==> src/design/ptsl_pkg.sv <==
// Package for the test, status and indicator register bank
package ptsl_pkg;

    // ****************************************************************
    // Register indices and byte address width
    // ****************************************************************
    localparam logic [7:0] IDX_ERR_TALLY = 8'h15;
    localparam logic [7:0] IDX_TEST_CTRL = 8'h16;
    localparam logic [7:0] IDX_STATUS2 = 8'h17;
    localparam logic [7:0] IDX_IND_SRC = 8'h18;
    localparam int ADDR_W = 10;

    // ****************************************************************
    // Reset values and field codes
    // ****************************************************************
    localparam logic [15:0] RST_ERR_TALLY = 16'h0000;
    localparam logic [15:0] RST_TEST_CTRL = 16'h0000;
    localparam logic [15:0] RST_STATUS2 = 16'h0040;
    localparam logic [3:0] RST_AUX_SRC = 4'h6;
    localparam logic [15:0] TALLY_MAX = 16'hffff;
    localparam logic [3:0] GEN_OFF = 4'h0;
    localparam logic [3:0] GEN_CONT = 4'hf;
    localparam logic [3:0] LOOP_NONE = 4'h0;
    localparam logic [3:0] LOOP_DIG = 4'h1;
    localparam logic [3:0] LOOP_ANA = 4'h2;
    localparam logic [3:0] LOOP_EXT = 4'h4;
    localparam logic [3:0] LOOP_REV = 4'h8;
    // Writable bits of the control word: 15-12 and 7-0, 9-8 kept as storage
    localparam logic [15:0] TEST_CTRL_WMASK = 16'hf3ff;

    // Indicator source codes
    localparam logic [3:0] SRC_LINK = 4'h0;
    localparam logic [3:0] SRC_ACT = 4'h1;
    localparam logic [3:0] SRC_TX = 4'h2;
    localparam logic [3:0] SRC_RX = 4'h3;
    localparam logic [3:0] SRC_COL = 4'h4;
    localparam logic [3:0] SRC_L1000 = 4'h5;
    localparam logic [3:0] SRC_L100 = 4'h6;
    localparam logic [3:0] SRC_L10 = 4'h7;
    localparam logic [3:0] SRC_L10_100 = 4'h8;
    localparam logic [3:0] SRC_L100_1000 = 4'h9;
    localparam logic [3:0] SRC_FDX = 4'ha;
    localparam logic [3:0] SRC_LINK_BLINK = 4'hb;
    localparam logic [3:0] SRC_ANY_ERR = 4'hd;
    localparam logic [3:0] SRC_RX_ERR = 4'he;

    // Copper loopback points decoded from the test control word
    typedef enum logic [2:0] {
        PTSL_LP_NONE = 3'h0,
        PTSL_LP_GIG_PRE_DSP = 3'h1,
        PTSL_LP_FE_PRE_SCR = 3'h2,
        PTSL_LP_FE_PRE_MLT = 3'h3,
        PTSL_LP_FE_FULL = 3'h4
    } ptsl_lpoint_t;

    // Events and levels observed from the PHY core
    typedef struct packed {
        logic rx_error;
        logic pd_found;
        logic pd_no_signal;
        logic pd_watchdog;
        logic pd_non_pd;
        logic checker_locked;
        logic checker_sync_lost;
        logic generator_running;
        logic gig_master_legacy;
        logic gig_slave_legacy;
        logic core_power_normal;
    } ptsl_phy_stat_t;

    // Controls presented to the data path
    typedef struct packed {
        logic prbs_enable;
        logic [3:0] loop_select;
        logic [1:0] pcs_loop_point;
        logic reverse_loop_rx_forward;
        logic mii_loop_tx_forward;
        ptsl_lpoint_t loop_point;
        logic [3:0] aux_indicator_source;
        logic [3:0] indicator2_source;
        logic [3:0] indicator1_source;
        logic [3:0] indicator0_source;
    } ptsl_ctrl_t;

endpackage

==> src/design/ptsl_regs.sv <==
// APB register bank for self test, second status word and indicator sources
//
// Operation
// - Sixteen-bit error tally, write ones clears
// - Generator field: 0h off, Fh continuous
// - Bit 7 forwards receive data in reverse loop
// - Bit 6 forwards transmit data in MII loop
// - Bits 5-2 pick none/digital/analog/external/reverse loop
// - Gigabit: low bit set loops before DSP
// - 100M: 01 pre-scrambler, 10 pre-encoder, 11 full
// - Bits 15-12 detection results, clear on read
// - Bit 11 shows checker lock
// - Bit 10 latches sync loss, read clears
// - Bit 9 shows generator running
// - Bits 8, 7 show legacy scrambling
// - Bit 6 normal power; reset 0040h
// - Aux indicator source resets to 6h
// - Indicator source codes drive each indicator
// - Indicators 2-0 reset from pin straps
//
// Local design decision: the APB interface to the registers.
module ptsl_regs (
    // Clock and reset
    input wire logic sys_clk_in,
    input wire logic arst_n_in,
    // APB slave
    input wire logic psel_in,
    input wire logic penable_in,
    input wire logic pwrite_in,
    input wire logic [ptsl_pkg::ADDR_W-1:0] paddr_in,
    input wire logic [31:0] pwdata_in,
    output logic [31:0] prdata_out,
    output logic pready_out,
    output logic pslverr_out,
    // Pin straps for indicator sources 2..0, pins
    input wire logic [11:0] strap_ind_src_in,
    // Operating speed of the copper link
    input wire logic speed_gig_in,
    input wire logic speed_100_in,
    // Status from the PHY core, same clock
    input wire ptsl_pkg::ptsl_phy_stat_t phy_stat_in,
    // Indicator conditions, same clock
    input wire logic [15:0] ind_cond_in,
    // Controls and indicator outputs
    output ptsl_pkg::ptsl_ctrl_t ctrl_out,
    output logic [3:0] indicator_out
);

    // ****************************************************************
    // Strap synchroniser and capture after reset release
    // ****************************************************************
    logic [11:0] strap_s1;
    logic [11:0] strap_s2;
    logic strap_done;
    logic next_strap_done;

    // No reset here: the straps must settle through both stages while reset
    // is held, so the first edge after release already sees their levels
    always_ff @(posedge sys_clk_in) begin
        strap_s1 <= strap_ind_src_in;
        strap_s2 <= strap_s1;
    end

    // ****************************************************************
    // Bus decode
    // ****************************************************************
    logic acc;
    logic ack;
    logic load;
    logic wr;
    logic rd;
    logic [7:0] idx;
    logic mapped;
    logic wait_done;
    logic next_wait_done;

    always_comb begin
        acc = psel_in && penable_in;
        // Writes and read clears land on the ready edge only; read data is
        // latched one edge earlier so it stands while ready is high
        ack = acc && wait_done;
        load = acc && !wait_done && !pwrite_in;
        wr = ack && pwrite_in;
        rd = ack && !pwrite_in;
        idx = paddr_in[ptsl_pkg::ADDR_W-1:2];
        mapped = (paddr_in[1:0] == 2'h0) &&
            ((idx == ptsl_pkg::IDX_ERR_TALLY) || (idx == ptsl_pkg::IDX_TEST_CTRL) ||
             (idx == ptsl_pkg::IDX_STATUS2) || (idx == ptsl_pkg::IDX_IND_SRC));
    end

    // ****************************************************************
    // Register state
    // ****************************************************************
    logic [15:0] tally;
    logic [15:0] next_tally;
    logic [15:0] tctl;
    logic [15:0] next_tctl;
    logic [3:0] pd_flags;
    logic [3:0] next_pd_flags;
    logic sync_lost;
    logic next_sync_lost;
    logic [15:0] isrc;
    logic [15:0] next_isrc;
    logic [31:0] rdata;
    logic [31:0] next_rdata;
    logic [3:0] ev_pd;
    logic [15:0] status2;

    always_comb begin
        ev_pd = {phy_stat_in.pd_found, phy_stat_in.pd_no_signal,
                 phy_stat_in.pd_watchdog, phy_stat_in.pd_non_pd};
        status2 = {pd_flags, phy_stat_in.checker_locked, sync_lost,
                   phy_stat_in.generator_running, phy_stat_in.gig_master_legacy,
                   phy_stat_in.gig_slave_legacy, phy_stat_in.core_power_normal, 6'h00};
    end

    always_comb begin
        next_tally = tally;
        next_tctl = tctl;
        next_pd_flags = pd_flags;
        next_sync_lost = sync_lost;
        next_isrc = isrc;
        next_strap_done = 1'b1;
        next_rdata = 32'h0000_0000;
        if (!strap_done) begin
            next_isrc[11:0] = strap_s2;
        end
        if (wr && mapped && idx == ptsl_pkg::IDX_ERR_TALLY) begin
            next_tally = tally & ~pwdata_in[15:0];
        end
        // Holding at the top keeps a wrapped count from looking healthy
        // saturating count, event wins over clear
        if (phy_stat_in.rx_error) begin
            if (next_tally != ptsl_pkg::TALLY_MAX) begin
                next_tally = next_tally + 16'h0001;
            end
        end
        if (wr && mapped && idx == ptsl_pkg::IDX_TEST_CTRL) begin
            next_tctl = pwdata_in[15:0] & ptsl_pkg::TEST_CTRL_WMASK;
        end
        if (wr && mapped && idx == ptsl_pkg::IDX_IND_SRC) begin
            next_isrc = pwdata_in[15:0];
        end
        // clear on read, new event wins
        // Only bits that went out in the read word clear, so an event that
        // arrives after the word was latched is not lost
        if (rd && mapped && idx == ptsl_pkg::IDX_STATUS2) begin
            next_pd_flags = pd_flags & ~rdata[15:12];
            next_sync_lost = sync_lost && !rdata[10];
        end
        next_pd_flags = next_pd_flags | ev_pd;
        next_sync_lost = next_sync_lost | phy_stat_in.checker_sync_lost;
        if (load && mapped) begin
            case (idx)
                ptsl_pkg::IDX_ERR_TALLY: next_rdata = {16'h0000, tally};
                ptsl_pkg::IDX_TEST_CTRL: next_rdata = {16'h0000, tctl};
                ptsl_pkg::IDX_STATUS2: next_rdata = {16'h0000, status2};
                ptsl_pkg::IDX_IND_SRC: next_rdata = {16'h0000, isrc};
                default: next_rdata = 32'h0000_0000;
            endcase
        end
    end

    always_ff @(posedge sys_clk_in or negedge arst_n_in) begin
        if (!arst_n_in) begin
            tally <= ptsl_pkg::RST_ERR_TALLY;
            tctl <= ptsl_pkg::RST_TEST_CTRL;
            pd_flags <= ptsl_pkg::RST_STATUS2[15:12];
            sync_lost <= ptsl_pkg::RST_STATUS2[10];
            isrc <= {ptsl_pkg::RST_AUX_SRC, 12'h000};
            strap_done <= 1'b0;
            rdata <= 32'h0000_0000;
        end else begin
            tally <= next_tally;
            tctl <= next_tctl;
            pd_flags <= next_pd_flags;
            sync_lost <= next_sync_lost;
            isrc <= next_isrc;
            strap_done <= next_strap_done;
            rdata <= next_rdata;
        end
    end

    // ****************************************************************
    // APB answer: one wait state, data registered
    // ****************************************************************
    always_comb begin
        next_wait_done = acc && !wait_done;
    end

    always_ff @(posedge sys_clk_in or negedge arst_n_in) begin
        if (!arst_n_in) begin
            wait_done <= 1'b0;
        end else begin
            wait_done <= next_wait_done;
        end
    end

    // Read side effects fire once: state changes only on the ready edge
    assign pready_out = wait_done;
    assign pslverr_out = wait_done && !mapped;
    assign prdata_out = rdata;

    // ****************************************************************
    // Control decode
    // ****************************************************************
    always_comb begin
        ctrl_out.prbs_enable = (tctl[15:12] == ptsl_pkg::GEN_CONT);
        ctrl_out.loop_select = tctl[5:2];
        ctrl_out.pcs_loop_point = tctl[1:0];
        // Stored as written; the loop gate keeps a stale bit from acting
        // forward only under reverse loop
        ctrl_out.reverse_loop_rx_forward = tctl[7] && (tctl[5:2] == ptsl_pkg::LOOP_REV);
        // forward only under loop other than none
        ctrl_out.mii_loop_tx_forward = tctl[6] && (tctl[5:2] != ptsl_pkg::LOOP_NONE);
        ctrl_out.loop_point = ptsl_pkg::PTSL_LP_NONE;
        // Gigabit wins when both speed levels are high and bit 0 is set; with bit 0 clear the 100M decode applies
        // loopback point decode
        if (speed_gig_in && tctl[0]) begin
            ctrl_out.loop_point = ptsl_pkg::PTSL_LP_GIG_PRE_DSP;
        end else if (speed_100_in) begin
            case (tctl[1:0])
                2'h1: ctrl_out.loop_point = ptsl_pkg::PTSL_LP_FE_PRE_SCR;
                2'h2: ctrl_out.loop_point = ptsl_pkg::PTSL_LP_FE_PRE_MLT;
                2'h3: ctrl_out.loop_point = ptsl_pkg::PTSL_LP_FE_FULL;
                default: ctrl_out.loop_point = ptsl_pkg::PTSL_LP_NONE;
            endcase
        end
        ctrl_out.aux_indicator_source = isrc[15:12];
        ctrl_out.indicator2_source = isrc[11:8];
        ctrl_out.indicator1_source = isrc[7:4];
        ctrl_out.indicator0_source = isrc[3:0];
    end

    // ****************************************************************
    // Indicator source mux, registered; every code, Ch and Fh included, picks that bit of ind_cond_in
    // ****************************************************************
    logic [3:0] ind;
    logic [3:0] next_ind;

    genvar gi;
    generate
        for (gi = 0; gi < 4; gi++) begin : g_ind
            always_comb begin
                next_ind[gi] = ind_cond_in[isrc[gi*4 +: 4]];
            end
        end
    endgenerate

    always_ff @(posedge sys_clk_in or negedge arst_n_in) begin
        if (!arst_n_in) begin
            ind <= 4'h0;
        end else begin
            ind <= next_ind;
        end
    end

    assign indicator_out = ind;

    // ****************************************************************
    // Checks
    // ****************************************************************
    a_tally_clear: assert property (
        @(posedge sys_clk_in) disable iff (!arst_n_in)
        (wr && mapped && idx == ptsl_pkg::IDX_ERR_TALLY && pwdata_in[15:0] == 16'hffff
         && !phy_stat_in.rx_error) |=> (tally == 16'h0000))
        else $error("tally not cleared by write of ones");
    a_tally_sat: assert property (
        @(posedge sys_clk_in) disable iff (!arst_n_in)
        (tally == 16'hffff && !wr) |=> (tally == 16'hffff))
        else $error("tally wrapped");
    a_tally_count: assert property (
        @(posedge sys_clk_in) disable iff (!arst_n_in)
        (phy_stat_in.rx_error && !wr && tally != 16'hffff) |=> (tally == $past(tally) + 16'h0001))
        else $error("tally missed an error");
    a_tally_hold: assert property (
        @(posedge sys_clk_in) disable iff (!arst_n_in)
        (!phy_stat_in.rx_error && !wr) |=> (tally == $past(tally)))
        else $error("tally moved without an error");
    a_gen_enable: assert property (
        @(posedge sys_clk_in) disable iff (!arst_n_in)
        (wr && mapped && idx == ptsl_pkg::IDX_TEST_CTRL && pwdata_in[15:12] == 4'hf)
        |=> ctrl_out.prbs_enable)
        else $error("generator enable wrong");
    a_rev_fwd: assert property (
        @(posedge sys_clk_in) disable iff (!arst_n_in)
        ctrl_out.reverse_loop_rx_forward |-> (tctl[5:2] == 4'h8))
        else $error("reverse forward outside reverse loop");
    a_sync_latch: assert property (
        @(posedge sys_clk_in) disable iff (!arst_n_in)
        phy_stat_in.checker_sync_lost |=> sync_lost)
        else $error("sync loss not latched");
    a_sync_hold: assert property (
        @(posedge sys_clk_in) disable iff (!arst_n_in)
        (sync_lost && !(rd && mapped && idx == ptsl_pkg::IDX_STATUS2)) |=> sync_lost)
        else $error("sync loss dropped without a read");
    a_pd_read_clr: assert property (
        @(posedge sys_clk_in) disable iff (!arst_n_in)
        (rd && mapped && idx == ptsl_pkg::IDX_STATUS2 && ev_pd == 4'h0)
        |=> ((pd_flags & $past(rdata[15:12])) == 4'h0))
        else $error("detect flags not cleared on read");
    a_pd_latch: assert property (
        @(posedge sys_clk_in) disable iff (!arst_n_in)
        (ev_pd != 4'h0) |=> ((pd_flags & $past(ev_pd)) == $past(ev_pd)))
        else $error("detect event not latched");

    // ****************************************************************
    // Bus timing, read data, refused write and strap capture checks
    // ****************************************************************
    a_ready_wait: assert property (
        @(posedge sys_clk_in) disable iff (!arst_n_in)
        $rose(psel_in) |-> !pready_out ##1 !pready_out ##1 pready_out)
        else $error("ready timing wrong");
    a_ready_pulse: assert property (
        @(posedge sys_clk_in) disable iff (!arst_n_in)
        pready_out |=> !pready_out)
        else $error("ready held too long");
    a_err_ready: assert property (
        @(posedge sys_clk_in) disable iff (!arst_n_in)
        pslverr_out |-> pready_out)
        else $error("error without ready");
    a_read_upper: assert property (
        @(posedge sys_clk_in) disable iff (!arst_n_in)
        pready_out |-> (prdata_out[31:16] == 16'h0000))
        else $error("upper read half not zero");
    a_refused_wr: assert property (
        @(posedge sys_clk_in) disable iff (!arst_n_in)
        (wr && !mapped) |=> ((tctl == $past(tctl)) && (isrc == $past(isrc))))
        else $error("refused write changed a register");
    a_strap_load: assert property (
        @(posedge sys_clk_in) disable iff (!arst_n_in)
        (!strap_done && !wr) |=> (isrc[11:0] == $past(strap_s2)))
        else $error("straps not captured");

    // ****************************************************************
    // Control and indicator checks
    // ****************************************************************
    a_ctrl_reserved: assert property (
        @(posedge sys_clk_in) disable iff (!arst_n_in)
        tctl[11:10] == 2'h0)
        else $error("reserved control bits set");
    a_mii_fwd: assert property (
        @(posedge sys_clk_in) disable iff (!arst_n_in)
        ctrl_out.mii_loop_tx_forward |-> (tctl[5:2] != ptsl_pkg::LOOP_NONE))
        else $error("transmit forward outside a loop");
    a_rev_gate: assert property (
        @(posedge sys_clk_in) disable iff (!arst_n_in)
        (tctl[7] && tctl[5:2] == ptsl_pkg::LOOP_REV) |-> ctrl_out.reverse_loop_rx_forward)
        else $error("reverse forward missing");
    a_gig_point: assert property (
        @(posedge sys_clk_in) disable iff (!arst_n_in)
        (speed_gig_in && tctl[0]) |-> (ctrl_out.loop_point == ptsl_pkg::PTSL_LP_GIG_PRE_DSP))
        else $error("gigabit loop point wrong");
    a_fe_full: assert property (
        @(posedge sys_clk_in) disable iff (!arst_n_in)
        (speed_100_in && !speed_gig_in && tctl[1:0] == 2'h3)
        |-> (ctrl_out.loop_point == ptsl_pkg::PTSL_LP_FE_FULL))
        else $error("full path loop point wrong");
    a_loop_none: assert property (
        @(posedge sys_clk_in) disable iff (!arst_n_in)
        (!speed_gig_in && !speed_100_in) |-> (ctrl_out.loop_point == ptsl_pkg::PTSL_LP_NONE))
        else $error("loop point without copper speed");
    a_src_write: assert property (
        @(posedge sys_clk_in) disable iff (!arst_n_in)
        (wr && mapped && idx == ptsl_pkg::IDX_IND_SRC) |=> (isrc == $past(pwdata_in[15:0])))
        else $error("source write lost");
    a_ind_follow: assert property (
        @(posedge sys_clk_in) disable iff (!arst_n_in)
        1'b1 |=> ((indicator_out[0] == $past(ind_cond_in[isrc[3:0]]))
                  && (indicator_out[3] == $past(ind_cond_in[isrc[15:12]]))))
        else $error("indicator does not follow its source");

endmodule // ptsl_regs

==> config.mk <==
export PLATFORM = sky130hd
export DESIGN_NAME = ptsl_regs
export DESIGN_NICKNAME = d
export VERILOG_FILES = /design/src/design/ptsl_pkg.sv /design/src/design/ptsl_regs.sv
export SDC_FILE = /design/constraint.sdc
export NUM_CORES = 1
export LEC_CHECK = 0
export BUFFER_PORTS_ARGS = -buffer_cell sky130_fd_sc_hd__buf_4
export CAP_MARGIN = 0
export CORE_MARGIN = 2
export CORE_UTILIZATION = 50
export DETAILED_ROUTE_END_ITERATION = 8
export PLACE_DENSITY = 0.79
export SETUP_SLACK_MARGIN = 0.3
export SKIP_CTS_REPAIR_TIMING = 1
export SYNTH_ARGS = -nofsm -noshare
export SYNTH_HDL_FRONTEND = slang
export SYNTH_SLANG_ARGS = --single-unit
==> constraint.sdc <==
create_clock -name sys_clk_in -period 3 [get_ports sys_clk_in]
set_clock_uncertainty 0.15 [all_clocks]
set_input_delay 0.3 -clock sys_clk_in [delete_from_list [all_inputs] [get_ports sys_clk_in]]
set_output_delay 0.3 -clock sys_clk_in [all_outputs]
set_load 0.02 [all_outputs]
## Word-level counts from Yosys, hierarchy flattened

Cells that the tools add are included.

- Add/sub/neg operators: 1
- $lt $le $gt $ge: 4
- Equality and inequality tests: 11
- Mux-type cells: 20
- Bitwise gates (word level): 6
- Reduce and logical (&&, ||, !) cells: 28

Operators by type and width:

| cell | count |
|---|---|
| 2-to-1 mux 16 bit | 4 |
| one-hot mux 16 bit (4 select lines) | 1 |
| == test 8 x 5 -> 1 bit, second input constant | 4 |
| 2-to-1 mux 12 bit | 2 |
| less-than comparator 4 x 5 -> 1 bit, second input constant | 4 |
| logical AND 1 bit | 19 |
| adder 16 x 1 -> 16 bit, second input constant | 1 |
| bitwise AND 16 bit | 1 |
| binary-select mux 1 bit (select 4 bit) | 4 |
| inequality test 16 bit, second input constant | 1 |
| inverter 16 bit | 1 |
| one-hot mux 3 bit (3 select lines) | 1 |
| == test 4 bit, second input constant | 2 |
| 2-to-1 mux 3 bit | 2 |
| 2-to-1 mux 1 bit | 5 |
| bitwise AND 4 bit | 1 |
| == test 2 bit, second input constant | 2 |
| zero test 1 bit | 4 |
| 2-to-1 mux 4 bit | 1 |
| inverter 4 bit | 1 |
| OR 4 bit | 1 |
| nonzero test 4 bit | 1 |
| logical OR 1 bit | 3 |
| == test 2 x 1 -> 1 bit, second input constant | 1 |
| 3 further kinds | 3 |

- Flip-flop bits (word level): 113
- Input bits: 88
- Output and inout bits: 66
- Word-level logic and storage cells: 82

## Longest topological paths before layout

- Depth after elaboration: 11
- Mapped depth: 8
- Depth with buffers taken out: 6

## Worst setup path after synthesis

OpenSTA, ideal clock, no wires.

- Path type: input to register
- From: input port pwdata_in[3]
- To: register tally[14]
- Library setup time: 0.123 ns
- Arrival time: 2.307 ns
- Required time: 2.727 ns
- Setup slack: 0.420 ns
- Stages: 6
- Buffers on the path: 0
- Cells stage by stage: or4_4 or3_4 a2111oi_4 nand3_2 or3_4 mux2i_1

- Cells in the longest elaborated chain, start to end: 6
- Elaborated cells between the ends (all ways): 7
- Classes of those cells: 1 x add/sub; 1 x eq/ne; 3 x mux; 2 x bitwise

RTL lines:

| what | line | RTL |
|---|---|---|
| from (decl) | ptsl_regs.sv:31 | `input wire logic [31:0] pwdata_in,` |
| inverter 16 bit (*) | ptsl_regs.sv:129 | `next_tally = tally & ~pwdata_in[15:0];` |
| bitwise AND 16 bit (*) | ptsl_regs.sv:129 |  |
| 2-to-1 mux 16 bit (*) | ptsl_regs.sv:128 | `if (wr && mapped && idx == ptsl_pkg::IDX_ERR_TALLY) begin` |
| adder 16 x 1 -> 16 bit / inequality test 16 bit (equally long branches) | ptsl_regs.sv:135, ptsl_regs.sv:134 |  |
| 2-to-1 mux 16 bit (*) | ptsl_regs.sv:134 | `if (next_tally != ptsl_pkg::TALLY_MAX) begin` |
| 2-to-1 mux 16 bit (*) | ptsl_regs.sv:133 | `if (phy_stat_in.rx_error) begin` |
| named net next_tally[14] | ptsl_regs.sv:95 | `logic [15:0] next_tally;` |
| to (signal assigned) | ptsl_regs.sv:166 | `tally <= ptsl_pkg::RST_ERR_TALLY;` |
| to (signal assigned) | ptsl_regs.sv:174 | `tally <= next_tally;` |
| to (decl) | ptsl_regs.sv:94 | `logic [15:0] tally;` |

The timed path passes the listed nets; every way through them passes the cells marked *.
A chain may end at the register's enable or synchronous reset.

## Worst setup path in the final report

- From: register wait_done, in the netlist pready_out
- To: register tally[7]

- Cells in the longest elaborated chain, start to end: 8
- Elaborated cells between the ends (all ways): 9
- Classes of those cells: 1 x add/sub; 1 x eq/ne; 3 x mux; 4 x reduce/logical

RTL lines:

| what | line | RTL |
|---|---|---|
| from (decl) | ptsl_regs.sv:74 | `logic wait_done;` |
| from (signal assigned) | ptsl_regs.sv:195 | `wait_done <= next_wait_done;` |
| logical AND 1 bit (*) | ptsl_regs.sv:81 | `ack = acc && wait_done;` |
| logical AND 1 bit (*) | ptsl_regs.sv:83 | `wr = ack && pwrite_in;` |
| logical AND 1 bit (*) (2 in series) | ptsl_regs.sv:128 |  |
| 2-to-1 mux 16 bit (*) | ptsl_regs.sv:128 |  |
| adder 16 x 1 -> 16 bit / inequality test 16 bit (equally long branches) | ptsl_regs.sv:135, ptsl_regs.sv:134 |  |
| 2-to-1 mux 16 bit | ptsl_regs.sv:134 |  |
| 2-to-1 mux 16 bit (*) | ptsl_regs.sv:133 |  |
| named net next_tally[7] | ptsl_regs.sv:95 |  |

Marks and branches as above.

==> flow_metrics.py <==
metrics = {
    "setup_path": {
        "arrival_ns": 2.66,
        "critPathMaxFanout": 8,
        "end_kind": "flip-flop",
        "critPathLaunchType": "flip-flop",
        "critPathRequiredTime_ns": 3.12,
        "critical_path_class": "flip-flop to flip-flop",
    },
    "routing": {
        "ant_nets": 0,
        "drt_wl_total_um": 12500,
        "met1_length_um": 4940,
        "dr.pass1.iters": 8,
        "first_iter_violations": 392,
        "via_per_inst": 5.94,
        "dr_wl_met2_um": 6090,
        "drc": 0,
        "wl_met3_um": 1120,
        "wl_per_cell_um": 18.9,
        "vias": 3933,
        "highest_layer": "met4",
    },
    "power_and_ir_drop": {
        "p_leak_nw": 2.71,
        "peakVddDrop_mv": 0.287,
        "cellPowerDensity_nw_per_um2": 485,
        "power_mw": 2.92,
    },
    "floorplan": {
        "start_util_pct": 51.1,
        "die_area_um2": 10100,
        "fp-row-count": 35,
        "dieHeight_um": 101,
        "pin_count": 154,
        "fp.coreArea_um2": 9150,
        "die_width_um": 101,
    },
    "logic_synthesis": {
        "ys_ff_latch": 97,
        "ys_warn_count": 0,
        "synth_area_um2": 4670,
        "ys_types": 61,
        "synthFlopType": "dfrtp_1",
        "syn_inst": 410,
        "synth_edf_count": 0,
        "async_flop_share_pct": 75.3,
        "syn_area_per_cell_um2": 11.4,
        "seq_area_frac_synth_pct": 49.4,
    },
    "clock_tree": {
        "cts_buffers": 9,
        "cts_buffer_depth": 2,
        "path_clk_slew_ns": 0.11,
        "cts_root_buf": "clkbuf_8",
        "clock_latency_ns": 0.38,
        "clock-sinks": 97,
        "htreeDepth": 3,
        "cts_tree": "yes",
    },
    "global_route": {
        "grt_pass1_vias": 3918,
        "grt_max_degree": 74,
        "antenna_found_initial": 0,
        "grt_overflow": 0,
        "grt_pass1_wl_um": 19800,
        "grtUsageTotal_pct": 25.5,
    },
    "sta": {
        "max_freq_mhz": 393,
        "tightest_slew_ns": 0.917,
        "period_needed_ns": 2.54,
        "final.period_utilization_pct": 84.8,
        "hold_viol": 0,
        "relSlewSlack_pct": 38.9,
        "rsz0062_at_grt": "no",
        "hold_slack_ns": 0.0191,
        "setup_viol": 0,
        "report.final.slew_viol_count": 0,
        "fin_tns_setup_ns": 0,
    },
    "placed_design": {
        "gp_congestion": 0.928,
        "port-buffer-count": 121,
        "dp_hpwl_um": 9030,
    },
    "final_layout": {
        "drive_gt1_share_pct": 36.7,
        "multi_input_comb_area_um2": 2180,
        "area_growth_pct": 28.9,
        "seq_area_um2": 2310,
        "antenna_cells": 0,
        "fill_cells": 715,
        "nets": 636,
    },
    "min_path": {
        "hold_path.class": "input port to flip-flop",
    },
    "job": {
        "maxCapViolCount": 0,
    },
    "status": {
        "status": "complete, no violations",
    },
}
[where the power goes]
group,switching [mW],leakage [nW],internal [mW],total (mW)
clock network,0.550,0.110,0.352,0.902
registers,0.135,1.13,1.40,1.53
logic,0.227,1.48,0.263,0.490
total,0.912,2.71,2.01,2.92
[area by class of cell]
class | count | area share (%)
tap | 111 | 2.31
clock inverter | 7 | 1.60
sequential | 97 | 38.4
timing repair buffer | 149 | 19.3
inverter | 3 | 0.187
multi-input combinational | 286 | 36.2
clock buffer | 9 | 2.06
[Yosys cell counts (3+ instances only)]
cell      number  area (µm²)
nor4_1         4        25.0
nand3_1        4        20.0
inv_1          3        11.3
a222oi_1      16         160
a21o_1         5        37.5
nor2_1        42         158
a21oi_1       23         115
clkbuf_1      16        60.1
dfxtp_1       24         480
and3_1         4        25.0
a21boi_0       4        30.0
o21ai_0        5        25.0
buf_4         22         165
mux4_2        20         450
mux2i_1       14         140
and4_1         3        26.3
dfrtp_1       71        1780
nor3_1         3        15.0
nand2_1       48         180
mux2_2        18         203
nand4_1        8        50.1
[metrics by stage]
stage	setup WS (ns)	cells	util [%]	area, µm²
final	0.455	662	65.8	6020
after global routing	0.344	662	65.8	6020
after CTS	0.408	644	63.8	5840
after detailed placement	0.181	628	61.4	5620
after global placement	0.198	628	61.4	5620
after floorplan	0.420	425	-	4730
[metal layers]
layer / track usage, % / vias up
met2: 40.8 / 197
met3: 5.48 / 27
met1: 33.2 / 1935
met5: 0 / -
li1: - / 1774
met4: 11.7 / 0
[placed cells by master (no fill, tap or decap), drive strengths merged, types with 3 or more instances in the layout]
cell type    Yosys  final
dlygate4sd3      0     18
a222oi          16     16
a21boi           4      4
mux4            20     20
nor3             3      3
and4             3      3
nand4            8      8
a21o             5      5
nand2           48     48
inv              3      8
buf             23    131
and3             4      4
or3              3      3
o21ai            5      5
or4              4      4
a21oi           23     23
nor4             4      4
conb             2     17
dfxtp           24     24
dfrtp           71     71
mux2i           14     14
nor2            42     42
clkbuf          16      9
mux2            18     18
nand3            5      5
and2             3      3
[registers in the layout (all words and copies together) (netlist names)]
| register | flops |
|---|---|
| isrc | 16 |
| prdata_out | 16 |
| tally | 16 |
| tctl | 14 |
| strap_s1 | 12 |
| strap_s2 | 12 |
| indicator_out | 4 |
| pd_flags | 4 |
| pready_out | 1 |
| strap_done | 1 |
| sync_lost | 1 |
[final timing paths]
kind	cells past startpoint	from	slack (ns)	end
setup / recovery	6	pready_out	0.46	tally[7]
hold / removal	2	pwdata_in[1]	0.02	tally[1]
setup reg to reg	6	pready_out	0.46	tally[7]
hold reg to reg	0	strap_s1[8]	0.19	strap_s2[8]
max in group asynchronous	2	arst_n_in	1.62	pready_out
min in group asynchronous	2	arst_n_in	0.44	prdata_out[8]
[worst max-delay path, cell delays in order, from the launching register on]
cell	delay, ns
dfrtp_2	0.45
and4_1	0.23
nand4_1	0.18
o2111a_1	0.34
a211o_2	0.37
or4_1	0.47
a221oi_1	0.25
[cell families (layout without fill, tap and decap cells)]
family / count (synthesis) / after routing / synth area share (%)
other cells: 2 / 17 / 0.161
compound gates: 75 / 75 / 12.5
simple gates: 136 / 136 / 14.5
mux: 52 / 52 / 17.0
flops: 97 / 97 / 49.4
buf+inv: 42 / 168 / 5.17
xor+xnor: 4 / 4 / 0.750
fa+ha+maj: 2 / 2 / 0.535
(Power assumes the default switching activity.)
